==> config.mk <==
export PLATFORM = sky130hd
export DESIGN_NAME = csd_exec_unit
export DESIGN_NICKNAME = d
export VERILOG_FILES = /design/src/rtl/csd_exec_unit.v /design/src/rtl/csd_quarter_div.v /design/src/rtl/csd_bcd_adjust.v
export VERILOG_INCLUDE_DIRS = /design/src /design/src/rtl
export SDC_FILE = /design/constraint.sdc
export NUM_CORES = 1
export LEC_CHECK = 0
export CORE_UTILIZATION = 35
export DETAILED_ROUTE_END_ITERATION = 10
export DONT_BUFFER_PORTS = 1
export PLACE_DENSITY = 0.48
export SYNTH_ARGS = -nofsm -noshare
export SYNTH_HDL_FRONTEND = slang
export SYNTH_HIERARCHICAL = 1
export SYNTH_SLANG_ARGS = --single-unit
==> constraint.sdc <==
create_clock -name i_clock -period 5.6 [get_ports i_clock]
set_clock_uncertainty 0.2 [all_clocks]
set_input_delay 0 -clock i_clock [delete_from_list [all_inputs] [get_ports i_clock]]
set_output_delay 0 -clock i_clock [all_outputs]
set_load 0.03 [all_outputs]
==> src/rtl/csd_defs.vh <==
// Constants for the compare-skip and decimal-adjust execution unit
`ifndef CSD_DEFS_VH
`define CSD_DEFS_VH

`define CSD_OPC_HI_LSB 9
`define CSD_OPC_CMP_LT 7'h30
`define CSD_OPC_CMP_GT 7'h32
`define CSD_OPC_DAW 16'h0007
`define CSD_A_BIT 8

`define CSD_ILO_LIMIT 8'h5F
`define CSD_ACC_SPLIT 8'h60

`define CSD_BCD_MAX 5'h09
`define CSD_BCD_FIX 5'h06

`define CSD_REG_WORK 3'h0
`define CSD_REG_BANK 3'h1
`define CSD_REG_FLAGS 3'h2
`define CSD_REG_CTRL 3'h3
`define CSD_REG_IDX_LO 3'h4
`define CSD_REG_IDX_HI 3'h5
`define CSD_REG_EXEC 3'h6

`define CSD_FLAG_C 0
`define CSD_FLAG_DC 1
`define CSD_CTRL_EXT 0
`define CSD_EXEC_BUSY 0
`define CSD_EXEC_SKIP 1
`define CSD_EXEC_WORDS_LSB 2

`define CSD_Q1 4'h1
`define CSD_Q2 4'h2
`define CSD_Q3 4'h4
`define CSD_Q4 4'h8

`define CSD_K_NONE 3'h0
`define CSD_K_LT 3'h1
`define CSD_K_GT 3'h2
`define CSD_K_DAW 3'h4

`endif

==> src/rtl/csd_exec_unit.v <==
// Execution unit for compare-skip and decimal-adjust instructions
//
// The address map and the strobed register port were left to the implementer.
`include "csd_defs.vh"

module csd_exec_unit
#(
   parameter QUARTER_DIV = 1,
   parameter BANK_W = 4,
   parameter [3:0] ACCESS_LO_BANK = 4'h0,
   parameter [3:0] ACCESS_HI_BANK = 4'hF
)
(
   input wire i_clock,
   input wire i_rst_b,
   input wire [2:0] i_reg_addr,
   input wire [7:0] i_reg_wdata,
   input wire i_reg_wr,
   input wire i_reg_rd,
   output reg [7:0] o_reg_rdata,
   input wire i_instr_valid,
   input wire [15:0] i_instr,
   input wire [1:0] i_next_words,
   output reg o_instr_take,
   output reg o_busy,
   output reg [11:0] o_mem_addr,
   output reg o_mem_rd,
   input wire [7:0] i_mem_rdata,
   output reg [3:0] o_quarter,
   output reg o_skip,
   output reg [1:0] o_skip_words,
   output reg o_nop_cycle,
   output reg [7:0] o_work,
   output reg o_carry
);
   localparam [2:0] ST_IDLE = 3'h1;
   localparam [2:0] ST_EXEC = 3'h2;
   localparam [2:0] ST_SKIP = 3'h4;

   wire tick;
   reg [2:0] state_r;
   reg [2:0] state_nxt;
   reg [3:0] quarter_r;
   reg [2:0] kind_r;
   reg [1:0] words_r;
   reg [1:0] skip_left_r;
   reg [7:0] opnd_r;
   reg rd_pend_r;
   reg hit_r;
   reg last_skip_r;
   reg [7:0] work_r;
   reg [BANK_W-1:0] bank_r;
   reg carry_r;
   reg digit_carry_r;
   reg ext_r;
   reg [11:0] index_r;
   reg [7:0] daw_work_r;
   reg daw_carry_r;
   wire [7:0] adj_work;
   wire adj_carry;
   wire [7:0] operand;
   wire [2:0] new_kind;
   wire take;
   wire hw_write;
   reg [7:0] rdata_nxt;
   reg [7:0] work_nxt;
   reg carry_nxt;

   // Classify an instruction word; unknown words yield none
   function [2:0] decode_kind;
      input [15:0] word;
      begin
         if (word[15:`CSD_OPC_HI_LSB] == `CSD_OPC_CMP_LT)
            decode_kind = `CSD_K_LT;
         else if (word[15:`CSD_OPC_HI_LSB] == `CSD_OPC_CMP_GT)
            decode_kind = `CSD_K_GT;
         else if (word == `CSD_OPC_DAW)
            decode_kind = `CSD_K_DAW;
         else
            decode_kind = `CSD_K_NONE;
      end
   endfunction

   // Data memory address of the file operand
   function [11:0] file_addr;
      input [7:0] f;
      input a;
      input ext;
      input [BANK_W-1:0] bank;
      input [11:0] index;
      reg [11:0] bank_ext;
      begin
         bank_ext = 12'h000;
         bank_ext[BANK_W-1:0] = bank;
         if (!a && ext && f <= `CSD_ILO_LIMIT)
            file_addr = index + {4'h0, f};
         else if (a)
            file_addr = {bank_ext[3:0], f};
         else if (f < `CSD_ACC_SPLIT)
            file_addr = {ACCESS_LO_BANK, f};
         else
            file_addr = {ACCESS_HI_BANK, f};
      end
   endfunction

   csd_quarter_div #(
      .DIV(QUARTER_DIV)
   ) u_div (
      .i_clock(i_clock),
      .i_rst_b(i_rst_b),
      .o_tick(tick)
   );

   csd_bcd_adjust u_adj (
      .i_work(work_r),
      .i_carry(carry_r),
      .i_digit_carry(digit_carry_r),
      .o_work(adj_work),
      .o_carry(adj_carry)
   );

   assign new_kind = decode_kind(i_instr);
   assign take = tick && state_r == ST_IDLE && quarter_r == `CSD_Q1 && i_instr_valid && new_kind != `CSD_K_NONE;
   // Read data stands only in the cycle after the strobe
   assign operand = rd_pend_r ? i_mem_rdata : opnd_r;
   assign hw_write = tick && state_r == ST_EXEC && quarter_r == `CSD_Q4 && kind_r == `CSD_K_DAW;

   // Sequencer: one instruction cycle is four quarters
   always @*
   begin
      state_nxt = state_r;
      case (state_r)
         ST_IDLE:
         begin
            if (take)
               state_nxt = ST_EXEC;
         end
         ST_EXEC:
         begin
            if (tick && quarter_r == `CSD_Q4)
               state_nxt = (kind_r != `CSD_K_DAW && hit_r) ? ST_SKIP : ST_IDLE;
         end
         ST_SKIP:
         begin
            if (tick && quarter_r == `CSD_Q4 && skip_left_r == 2'h1)
               state_nxt = ST_IDLE;
         end
         default:
            state_nxt = ST_IDLE;
      endcase
   end

   always @(posedge i_clock)
   begin
      if (!i_rst_b)
      begin
         state_r <= ST_IDLE;
         quarter_r <= `CSD_Q1;
         kind_r <= `CSD_K_NONE;
         words_r <= 2'h1;
         skip_left_r <= 2'h0;
         hit_r <= 1'b0;
         last_skip_r <= 1'b0;
         daw_work_r <= 8'h00;
         daw_carry_r <= 1'b0;
      end
      else
      begin
         state_r <= state_nxt;
         if (tick)
            quarter_r <= {quarter_r[2:0], quarter_r[3]};
         if (take)
         begin
            kind_r <= new_kind;
            words_r <= (i_next_words == 2'h0) ? 2'h1 : i_next_words;
         end
         if (tick && state_r == ST_EXEC && quarter_r == `CSD_Q3)
         begin
            // Unsigned compare; flags stay as they are
            if (kind_r == `CSD_K_LT)
               hit_r <= operand < work_r;
            else if (kind_r == `CSD_K_GT)
               hit_r <= operand > work_r;
            else
               hit_r <= 1'b0;
            daw_work_r <= adj_work;
            daw_carry_r <= adj_carry;
         end
         if (tick && state_r == ST_EXEC && quarter_r == `CSD_Q4)
         begin
            last_skip_r <= kind_r != `CSD_K_DAW && hit_r;
            skip_left_r <= words_r;
         end
         else if (tick && state_r == ST_SKIP && quarter_r == `CSD_Q4)
            skip_left_r <= skip_left_r - 2'h1;
      end
   end

   // Operand fetch: address at decode, read strobe during Q2
   always @(posedge i_clock)
   begin
      if (!i_rst_b)
      begin
         o_mem_addr <= 12'h000;
         o_mem_rd <= 1'b0;
         rd_pend_r <= 1'b0;
         opnd_r <= 8'h00;
      end
      else
      begin
         o_mem_rd <= take && new_kind != `CSD_K_DAW;
         if (take && new_kind != `CSD_K_DAW)
            o_mem_addr <= file_addr(i_instr[7:0], i_instr[`CSD_A_BIT], ext_r, bank_r, index_r);
         rd_pend_r <= o_mem_rd;
         if (rd_pend_r)
            opnd_r <= i_mem_rdata;
      end
   end

   // Next work and carry; the outputs mirror these, so they never lag a write
   always @*
   begin
      work_nxt = work_r;
      carry_nxt = carry_r;
      if (hw_write)
         work_nxt = daw_work_r;
      else if (i_reg_wr && i_reg_addr == `CSD_REG_WORK)
         work_nxt = i_reg_wdata;
      if (i_reg_wr && i_reg_addr == `CSD_REG_FLAGS)
         carry_nxt = i_reg_wdata[`CSD_FLAG_C];
      // Set from the adjust wins over a clear in the same cycle
      if (hw_write)
         carry_nxt = carry_nxt | daw_carry_r;
   end

   // Software registers; the unit's own write to work wins
   always @(posedge i_clock)
   begin
      if (!i_rst_b)
      begin
         work_r <= 8'h00;
         bank_r <= {BANK_W{1'b0}};
         carry_r <= 1'b0;
         digit_carry_r <= 1'b0;
         ext_r <= 1'b0;
         index_r <= 12'h000;
      end
      else
      begin
         work_r <= work_nxt;
         if (i_reg_wr && i_reg_addr == `CSD_REG_BANK)
            bank_r <= i_reg_wdata[BANK_W-1:0];
         carry_r <= carry_nxt;
         if (i_reg_wr && i_reg_addr == `CSD_REG_FLAGS)
            digit_carry_r <= i_reg_wdata[`CSD_FLAG_DC];
         if (i_reg_wr && i_reg_addr == `CSD_REG_CTRL)
            ext_r <= i_reg_wdata[`CSD_CTRL_EXT];
         if (i_reg_wr && i_reg_addr == `CSD_REG_IDX_LO)
            index_r[7:0] <= i_reg_wdata;
         if (i_reg_wr && i_reg_addr == `CSD_REG_IDX_HI)
            index_r[11:8] <= i_reg_wdata[3:0];
      end
   end

   always @*
   begin
      rdata_nxt = 8'h00;
      case (i_reg_addr)
         `CSD_REG_WORK: rdata_nxt = work_r;
         `CSD_REG_BANK: rdata_nxt[BANK_W-1:0] = bank_r;
         `CSD_REG_FLAGS:
         begin
            rdata_nxt[`CSD_FLAG_C] = carry_r;
            rdata_nxt[`CSD_FLAG_DC] = digit_carry_r;
         end
         `CSD_REG_CTRL: rdata_nxt[`CSD_CTRL_EXT] = ext_r;
         `CSD_REG_IDX_LO: rdata_nxt = index_r[7:0];
         `CSD_REG_IDX_HI: rdata_nxt[3:0] = index_r[11:8];
         `CSD_REG_EXEC:
         begin
            rdata_nxt[`CSD_EXEC_BUSY] = state_r != ST_IDLE;
            rdata_nxt[`CSD_EXEC_SKIP] = last_skip_r;
            rdata_nxt[`CSD_EXEC_WORDS_LSB+1:`CSD_EXEC_WORDS_LSB] = words_r;
         end
         default: rdata_nxt = 8'h00;
      endcase
   end

   // Every output registered
   always @(posedge i_clock)
   begin
      if (!i_rst_b)
      begin
         o_reg_rdata <= 8'h00;
         o_instr_take <= 1'b0;
         o_busy <= 1'b0;
         o_quarter <= `CSD_Q1;
         o_skip <= 1'b0;
         o_skip_words <= 2'h0;
         o_nop_cycle <= 1'b0;
         o_work <= 8'h00;
         o_carry <= 1'b0;
      end
      else
      begin
         if (i_reg_rd)
            o_reg_rdata <= rdata_nxt;
         else
            o_reg_rdata <= 8'h00;
         o_instr_take <= take;
         o_busy <= state_nxt != ST_IDLE;
         o_quarter <= tick ? {quarter_r[2:0], quarter_r[3]} : quarter_r;
         // Fetched word is discarded; core runs no-operation cycles
         o_skip <= tick && state_r == ST_EXEC && quarter_r == `CSD_Q4 && kind_r != `CSD_K_DAW && hit_r;
         if (tick && state_r == ST_EXEC && quarter_r == `CSD_Q4)
            o_skip_words <= (kind_r != `CSD_K_DAW && hit_r) ? words_r : 2'h0;
         o_nop_cycle <= state_nxt == ST_SKIP;
         o_work <= work_nxt;
         o_carry <= carry_nxt;
      end
   end
endmodule // csd_exec_unit

==> src/rtl/csd_quarter_div.v <==
// Quarter-cycle enable divider
module csd_quarter_div
#(
   parameter DIV = 1
)
(
   input wire i_clock,
   input wire i_rst_b,
   output reg o_tick
);
   reg [7:0] cnt_r;

   always @(posedge i_clock)
   begin
      if (!i_rst_b)
      begin
         cnt_r <= 8'h00;
         o_tick <= 1'b0;
      end
      else if (cnt_r == DIV[7:0] - 8'h01)
      begin
         cnt_r <= 8'h00;
         o_tick <= 1'b1;
      end
      else
      begin
         cnt_r <= cnt_r + 8'h01;
         o_tick <= 1'b0;
      end
   end
endmodule // csd_quarter_div

==> src/rtl/csd_bcd_adjust.v <==
// Packed BCD correction of the working register
module csd_bcd_adjust
(
   input wire [7:0] i_work,
   input wire i_carry,
   input wire i_digit_carry,
   output reg [7:0] o_work,
   output reg o_carry
);
   reg [4:0] lo;
   reg [4:0] hi;

   always @*
   begin
      lo = {1'b0, i_work[3:0]};
      hi = {1'b0, i_work[7:4]} + {4'h0, i_digit_carry};
      if (lo > `CSD_BCD_MAX || i_digit_carry)
         lo = lo + `CSD_BCD_FIX;
      if (hi > `CSD_BCD_MAX || i_carry)
         hi = hi + `CSD_BCD_FIX;
      o_work = {hi[3:0], lo[3:0]};
      o_carry = i_carry | hi[4];
   end
endmodule // csd_bcd_adjust

# After elaboration in Yosys (flattened, before gate mapping)
# Cells that the tools add are included.
dict set report word_totals {
  reg_bits 97
  word_cells 131
  in_bits 42
}
dict set report classes {
  add_sub_neg 6
  bitwise_logic 3
  n_lt_le_gt_ge 6
  n_mux 29
  reduce_logical 35
  n_eq_ne 24
}
# operator count
set op_table {}
lappend op_table {{12-bit two-way mux} 3}
lappend op_table {{1-bit logical AND} 24}
lappend op_table {{8-bit two-way mux} 3}
lappend op_table {{3-bit two-way mux} 7}
lappend op_table {{3-bit equality test, second input constant} 6}
lappend op_table {{16-bit by 3-bit equality test with 1-bit output, second input constant} 1}
lappend op_table {{7-bit by 6-bit equality test with 1-bit output, second input constant} 2}
lappend op_table {{12-bit by 8-bit adder with 12-bit output} 1}
lappend op_table {{3-bit by 2-bit equality test with 1-bit output, second input constant} 4}
lappend op_table {{2-bit one-hot mux with 5 select lines} 1}
lappend op_table {{3-bit by 1-bit equality test with 1-bit output, second input constant} 3}
lappend op_table {{3-bit one-hot mux with 3 select lines} 1}
lappend op_table {{8-bit by 1-bit adder with 8-bit output, second input constant} 1}
lappend op_table {{8-bit greater-than comparator} 1}
lappend op_table {{8-bit by 7-bit less-or-equal comparator with 1-bit output, second input constant} 1}
lappend op_table {{8-bit logical NOT} 1}
lappend op_table {{8-bit by 7-bit less-than comparator with 1-bit output, second input constant} 1}
lappend op_table {{8-bit less-than comparator} 1}
lappend op_table {{2-bit two-way mux} 4}
lappend op_table {{4-bit one-hot mux with 2 select lines} 1}
lappend op_table {{1-bit one-hot mux with 7 select lines} 1}
lappend op_table {{3-bit by 1-bit != test with 1-bit output, second input constant} 2}
lappend op_table {{3-bit != test, second input constant} 2}
lappend op_table {{1-bit one-hot mux with 6 select lines} 1}
lappend op_table {{23 further kinds} 30}

# Longest topological paths before layout
# Gate-level depths: netlist of run 1.
dict set report logic_depth {
  word_depth 9
  ltp_mapped 10
  ltp_nobuf 10
}

# Hierarchy
# The synthesis of run 1 kept the hierarchy.
# module seq_area_each_um2 cells_per_inst n_inst area_per_inst_um2
set modules_own_cells {}
lappend modules_own_cells {csd_exec_unit 1761.7 504 1 4450.5}
lappend modules_own_cells {csd_quarter_div 180.2 41 1 399.1}
lappend modules_own_cells {csd_bcd_adjust 0.0 50 1 337.8}

# Worst setup path after synthesis of run 1
# No wires, ideal clock.
dict set report synth_timing {
  path_type {flip-flop to flip-flop}
  startpoint {register o_work[4] (netlist name)}
  endpoint {register daw_work_r[5]}
  synth_period_minus_slack_ns 2.435
  n_path_buf 0
  path_slack_ns 3.165
  arrival_ns 2.108
  path_stages_with_launch 10
  path_cell_list {dfxtp_1 ha_1 nand2_1 xor2_1 ha_1 and2b_2 o31a_1 xor2_1 mux2i_1 nor2_1}
}
# element line_no
set synth_rtl {}
lappend synth_rtl {{end signal: assignment} csd_exec_unit.v:186} ;# daw_work_r <= adj_work;
lappend synth_rtl {{end: declaration} csd_exec_unit.v:57} ;# reg [7:0] daw_work_r;

==> results of run 1 <==
==> per-layer routing <==
| layer | track usage (%) | vias to the layer above | routed length [um] |
|---|---|---|---|
| met4 | 8.13 | 0 | 315 |
| met3 | 4.17 | 18 | 960 |
| met1 | 25.8 | 2161 | 6890 |
| li1 | - | 2254 | - |
| met5 | 0 | - | 0 |
| met2 | 33.6 | 104 | 6890 |
==> cell type report <==
type                            instances  area (um2)  area share, %
Clock buffer                           11         233           3.67
Clock inverter                          5        63.8           1.01
Inverter                               23        86.3           1.36
Multi-Input combinational cell        448        3030           47.9
Sequential cell                        97        1940           30.6
Tap cell                              184         230           3.63
Timing Repair Buffer                   74         748           11.8
==> flip-flops by register name, indices dropped and copies added (netlist names), 3 cells and up <==
name,count
u_div/cnt_r,8
o_mem_addr,12
kind_r,3
index_r,12
bank_r,4
o_quarter,4
o_work,8
o_reg_rdata,8
state_r,3
daw_work_r,8
opnd_r,8
==> cells by family (layout without fill, tap and decap cells) <==
family	count (synthesis)	in the layout	synth area share [%]
simple gates	230	230	22.8
compound gates	126	126	16.4
flops	97	97	37.4
mux	55	55	11.1
buf+inv	50	113	4.20
fa+ha+maj	24	24	5.93
xor+xnor	13	13	2.19
==> what timing repair did <==
| item | 4_1_cts | 5_1_grt |
|---|---|---|
| buffers inserted | 0 | 0 |
| hold buffers | 73 | 0 |
| gates resized for setup | 0 | 0 |
| hold endpoints to repair | 80 | 0 |
==> report_power, final <==
group / leakage (nW) / internal (mW) / total (mW) / switching, mW
Sequential: 0.783 / 0.696 / 0.717 / 0.0203
Clock: 0.140 / 0.350 / 0.634 / 0.283
Combinational: 1.54 / 0.0590 / 0.123 / 0.0637
Total: 2.46 / 1.11 / 1.47 / 0.368
==> through the flow <==
step | hold slack [ns] | std cells
global route | 0.0434 | 842
floorplan | -0.0783 | 595
detailed placement | -0.113 | 753
CTS | 0.00431 | 842
global placement | -0.119 | 753
finish | 0.00388 | 842
==> worst min path at each step <==
stage	depth (start not counted)	endpoint	slack, ns	startpoint
4_1_cts	4	o_mem_addr[7]	0.004	i_instr[7]
3_3_place_gp	1	o_quarter[0]	-0.12	i_rst_b
6_report	5	o_reg_rdata[0]	0.004	i_reg_addr[1]
3_5_place_dp	1	o_quarter[0]	-0.11	i_rst_b
5_1_grt	4	o_mem_addr[7]	0.04	i_instr[7]
2_1_floorplan	1	u_div/cnt_r[3]	-0.08	i_rst_b
==> cells in the final DEF, fill, tap and decap left out, drive strengths merged, types with 5 or more instances in the layout <==
master,netlist,layout
dfxtp,97,97
nor2,82,82
dlygate4sd3,0,72
nand2,47,47
mux2i,44,44
a21oi,39,39
o21ai,28,28
inv,23,24
ha,23,23
nand3,17,17
and2,14,14
nor3,12,12
o211ai,11,11
clkbuf,18,11
mux2,10,10
xnor2,10,10
and3,9,9
nor2b,8,8
a211oi,8,8
o211a,8,8
or3,8,8
nor3b,6,6
nand4,5,5
nand2b,5,5
nor4b,5,5
==> worst max-delay path: stages, from the launching register on <==
cell and delay, ns:
dfxtp_1 0.43, nand2b_2 0.29, nor4b_4 0.37, and2_1 0.38, nand3_1 0.51, o211ai_1 0.25
dlygate4sd3_1 0.58, o211a_1 0.15, dlygate4sd3_1 0.55
==> results.sh, run 1 <==
export IMPL_vias_per_cell=5.39
export IMPL_final_cell_area_mm2=0.00634
export IMPL_grt_pass1_vias=4375
export IMPL_synth_edff_count=0
export IMPL_cts_buffers_inserted=9
export IMPL_grt_setup_unrepaired="no"
export IMPL_ir_drop_mv=0.190
export IMPL_period_needed_ns=3.76
export IMPL_n_antenna_cell=0
export IMPL_r2r_start="o_quarter[1]"
export IMPL_post_route_period_util_pct=67.2
export IMPL_area_growth_pct=22.1
export IMPL_dp_hpwl_mm=10.4
export IMPL_fp_dieW_um=124
export IMPL_preCtsSetupSlack_ns=2.84
export IMPL_wl_per_cell_um=17.9
export IMPL_antenna_left=0
export IMPL_start_util_pct=35.8
export IMPL_maxCapViolCount=0
export IMPL_io_pins=82
export IMPL_syn_avg_cell_area_um2=8.72
export IMPL_cts_buffer_depth=2
export IMPL_drv_slew=0
export IMPL_endpoint_kind="flip-flop"
export IMPL_htree_num_levels=3
export IMPL_netlist_instances=595
export IMPL_synth_area_top_cells="dfxtp_1 (37%), mux2i_1 (8.5%), nor2_1 (5.9%)"
export IMPL_finalHoldViolCount=0
export IMPL_synth_common_cells="dfxtp_1 (97), nor2_1 (81), nand2_1 (47), mux2i_1 (44), a21oi_1 (38)"
export IMPL_run_status="complete, no violations"
export IMPL_hold_path_class="in -> reg"
export IMPL_setup_slack_ns=1.84
export IMPL_grt_max_degree=54
export IMPL_endpoint="o_work[4]"
export IMPL_fin_tns_setup_ns=0
export IMPL_rows=44
export IMPL_dr_pass1_iters=4
export IMPL_synthArstFlopShare_pct=0
export IMPL_clk_pin_slew_ns=0.08
export IMPL_cts_sinks=97
export IMPL_drive_above_1_share_pct=6.23
export IMPL_ys_flop_type="dfxtp_1"
export IMPL_synth_area_mm2=0.00519
export IMPL_antenna_found_initial=0
export IMPL_yosysWarnings=6
export IMPL_fp_coreArea_mm2=0.0145
export IMPL_die_h_um=124
export IMPL_final_util_pct=43.8
export IMPL_cp_startpoint="o_quarter[1]"
export IMPL_p_leak_nw=2.46
export IMPL_drcViolationCount=0
export IMPL_critPathKind="reg -> reg"
export IMPL_required_ns=5.70
export IMPL_synth_most_common_cell="dfxtp_1"
export IMPL_cp_start_kind="flip-flop"
export IMPL_max_freq_ghz=0.266
export IMPL_worstReg2RegEnd="o_work[4]"
export IMPL_setup_viol=0
export IMPL_clockRootBuffer="clkbuf_16"
export IMPL_grt_usage_pct=20.4
export IMPL_routabilityCongestion=0.814
export IMPL_synth_cell_type_count=72
export IMPL_yosysTopAreaCellShare_pct=37.4
export IMPL_synth_ff_latch_count=97
export IMPL_synth_yosys_seq_area_share_pct=37.4
export IMPL_clock_latency_ns=0.35
export IMPL_numPortBuffers=0
export IMPL_cts_tree="done"
export IMPL_fp_dieArea_mm2=0.0153
export IMPL_grt_pass1_wl_mm=23.3
export IMPL_gr_total_overflow=0
export IMPL_maxSlewHeadroom_pct=31.9
export IMPL_crit_fanout=16
export IMPL_critPathArrivalTime_ns=3.86
export IMPL_synth_net_count=661
export IMPL_powerDensity_mw_per_mm2=233
export IMPL_rrSetupSlack_ns=1.84
export IMPL_post_synth_top_area_cell="dfxtp_1"
export IMPL_nets=719
export IMPL_vias=4537
export IMPL_r2r_cells=8
export IMPL_p_total_mw=1.47
export IMPL_tightest_slew_ns=1.02
export IMPL_n_fill_cell=1397
export IMPL_drtIter0Drc=282
export IMPL_routed_wl_mm=15.1
export IMPL_placed_cell_area_mm2=0.00530
Power figures use the tool's default switching activity.
==> run 2, diff against run 1 <==
- clock period: 5.6 -> 3.5 ns (I/O delays scaled with it)
==> run 2 against run 1 <==
The flow now finishes with violations (hold timing). Global-route usage is 0.58 points higher. First-iteration DRC count decreased by 5.7%. Sequential cell count is the same. Hold slack lost 0.044 ns. Design area down 0.26%. Combinational power grew 66%. Via count grew 0.51%. Clock power rose by 58%. Total power up 59%.
==> results.sh, run 2 (same netlist as run 1, synthesis figures left out) <==
export IMPL_crit_top_cell="dlygate4sd3_1"
export IMPL_routed_wl_mm=15.3
export IMPL_vias=4560
export IMPL_cp_num_buf_inv=2
export IMPL_max_stage_delay_ns=0.59
export IMPL_area_growth_pct=21.8
export IMPL_path_cells="nand2b_2, nor3b_1, nand4b_1, or3_1, a2111oi_2, dlygate4sd3_1, nor2_1, dlygate4sd3_1"
export IMPL_required_ns=3.55
export IMPL_fin_tns_setup_ns=0
export IMPL_tightest_slew_ns=1.03
export IMPL_n_antenna_cell=0
export IMPL_start_util_pct=35.8
export IMPL_maxSlewHeadroom_pct=31.5
export IMPL_hold_path_end="kind_r[1]"
export IMPL_largestRegisters="index_r x12, o_mem_addr x12"
export IMPL_finalHoldWorstSlack_ns=-0.0400
export IMPL_cts_buffer_depth=2
export IMPL_mostFrequentLayoutCells="dfxtp_1 (93), nor2_1 (81), dlygate4sd3_1 (65), nand2_1 (47), mux2i_1 (44)"
export IMPL_critPathArrivalTime_ns=3.36
export IMPL_r2r_cells=8
export IMPL_fp_coreArea_mm2=0.0145
export IMPL_post_route_period_util_pct=94.6
export IMPL_period_needed_ns=3.31
export IMPL_clock_latency_ns=0.36
export IMPL_dp_hpwl_mm=10.6
export IMPL_holdPathStages=4
export IMPL_cts_tree="done"
export IMPL_hp_start="i_instr[13]"
export IMPL_critPathSlowestCell="dlygate4sd3_1"
export IMPL_drtIter0Drc=266
export IMPL_maxCapViolCount=0
export IMPL_drcViolationCount=0
export IMPL_routabilityCongestion=0.833
export IMPL_io_pins=82
export IMPL_grt_pass1_vias=4405
export IMPL_cp_start_kind="flip-flop"
export IMPL_final_common_cell="dfxtp_1"
export IMPL_p_total_mw=2.35
export IMPL_placed_cells=758
export IMPL_fp_dieArea_mm2=0.0153
export IMPL_finalHoldViolCount=2
export IMPL_worstReg2RegEnd="o_mem_addr[9]"
export IMPL_endpoint_kind="flip-flop"
export IMPL_vias_per_cell=5.43
export IMPL_cpLargestDelayFamily="simple AND/OR/NAND/NOR gates"
export IMPL_grt_max_degree=54
export IMPL_drv_slew=0
export IMPL_crit_fanout=5
export IMPL_htree_num_levels=3
export IMPL_wl_per_cell_um=18.2
export IMPL_ir_drop_mv=0.226
export IMPL_drive_above_1_share_pct=7.77
export IMPL_run_status="finished, violations left"
export IMPL_clk_pin_slew_ns=0.07
export IMPL_powerDensity_mw_per_mm2=371
export IMPL_stdcell_count=840
export IMPL_r2r_start="o_quarter[1]"
export IMPL_cts_sinks=97
export IMPL_dr_pass1_iters=4
export IMPL_nets=717
export IMPL_setup_viol=0
export IMPL_grt_pass1_wl_mm=23.8
export IMPL_numPortBuffers=0
export IMPL_clockRootBuffer="clkbuf_16"
export IMPL_antenna_found_initial=0
export IMPL_hold_path_class="in -> reg"
export IMPL_cts_buffers_inserted=9
export IMPL_die_h_um=124
export IMPL_rrSetupSlack_ns=0.19
export IMPL_max_freq_ghz=0.302
export IMPL_p_leak_nw=2.47
export IMPL_grt_usage_pct=20.9
export IMPL_post_cts_buffers=0
export IMPL_fp_dieW_um=124
export IMPL_violations="hold timing"
export IMPL_antenna_left=0
export IMPL_final_util_pct=43.6
export IMPL_gr_total_overflow=0
export IMPL_n_fill_cell=1431
export IMPL_critPathKind="reg -> reg"
export IMPL_rows=44
-- run 2: changes by cell type in the layout (fill, tap and decap cells not counted), moves of 2 or more --
cell,change
buf_4,+5
clkinv_2,+2
o21ai_1,+2
dfxtp_1,-4
dfxtp_2,+4
clkinv_4,-2
o21ai_0,-2
dlygate4sd3_1,-7
-- run 2: worst max path at each step --
stage	slack (ns)	from	cells after the start	end
3_3_place_gp	0.86	o_work[4]	10	daw_carry_r
4_1_cts	0.05	o_quarter[0]	7	words_r[0]
2_1_floorplan	1.06	o_work[4]	9	daw_work_r[5]
5_1_grt	-0.006	o_quarter[1]	8	o_mem_addr[9]
3_5_place_dp	0.82	o_work[4]	10	daw_carry_r
6_report	0.19	o_quarter[1]	8	o_mem_addr[9]
-- run 2: routing by layer --
metal / GRT usage, % / vias up / part of all wire, %
met5: 0 / - / 0
met4: 5.35 / 0 / 1.1
met3: 6.23 / 16 / 5.8
met2: 35.0 / 109 / 48
met1: 26.1 / 2194 / 45
li1: - / 2241 / -
-- run 2: metrics by stage --
step           hold WS [ns]  worst slack, ns  instance area [um2]
5_1_grt              0.0158         -0.00579                 6320
3_3_place_gp         -0.129            0.863                 5340
6_report            -0.0400            0.188                 6320
3_5_place_dp         -0.126            0.825                 5340
2_1_floorplan       -0.0783             1.06                 5190
4_1_cts            0.000508           0.0512                 6300
-- run 2: layout make-up --
type / instances / area, um2 / area share, %
Clock inverter: 3 / 40.0 / 0.634
Clock buffer: 13 / 250 / 3.96
Inverter: 23 / 86.3 / 1.37
Tap cell: 184 / 230 / 3.64
Timing Repair Buffer: 72 / 716 / 11.3
Sequential cell: 97 / 1950 / 30.8
Multi-Input combinational cell: 448 / 3050 / 48.3
-- run 2: what timing repair did --
action                                 CTS  global route
resized for setup                        0            10
setup endpoints to repair                0             7
hold buffers                            66             0
endpoints found under the hold margin   80             0
-- run 2: worst reg2reg max path: cells and delay by family (launching register included) --
kind | cells | cell delay, ns
simple gates | 5 | 1.16
buf+inv | 2 | 1.14
compound gates | 1 | 0.33
flops | 1 | 0.39
-- run 2: where the power goes --
group,internal [mW],switching [mW],total [mW]
Sequential,1.12,0.0285,1.14
Clock,0.572,0.427,0.999
Combinational,0.0936,0.110,0.204
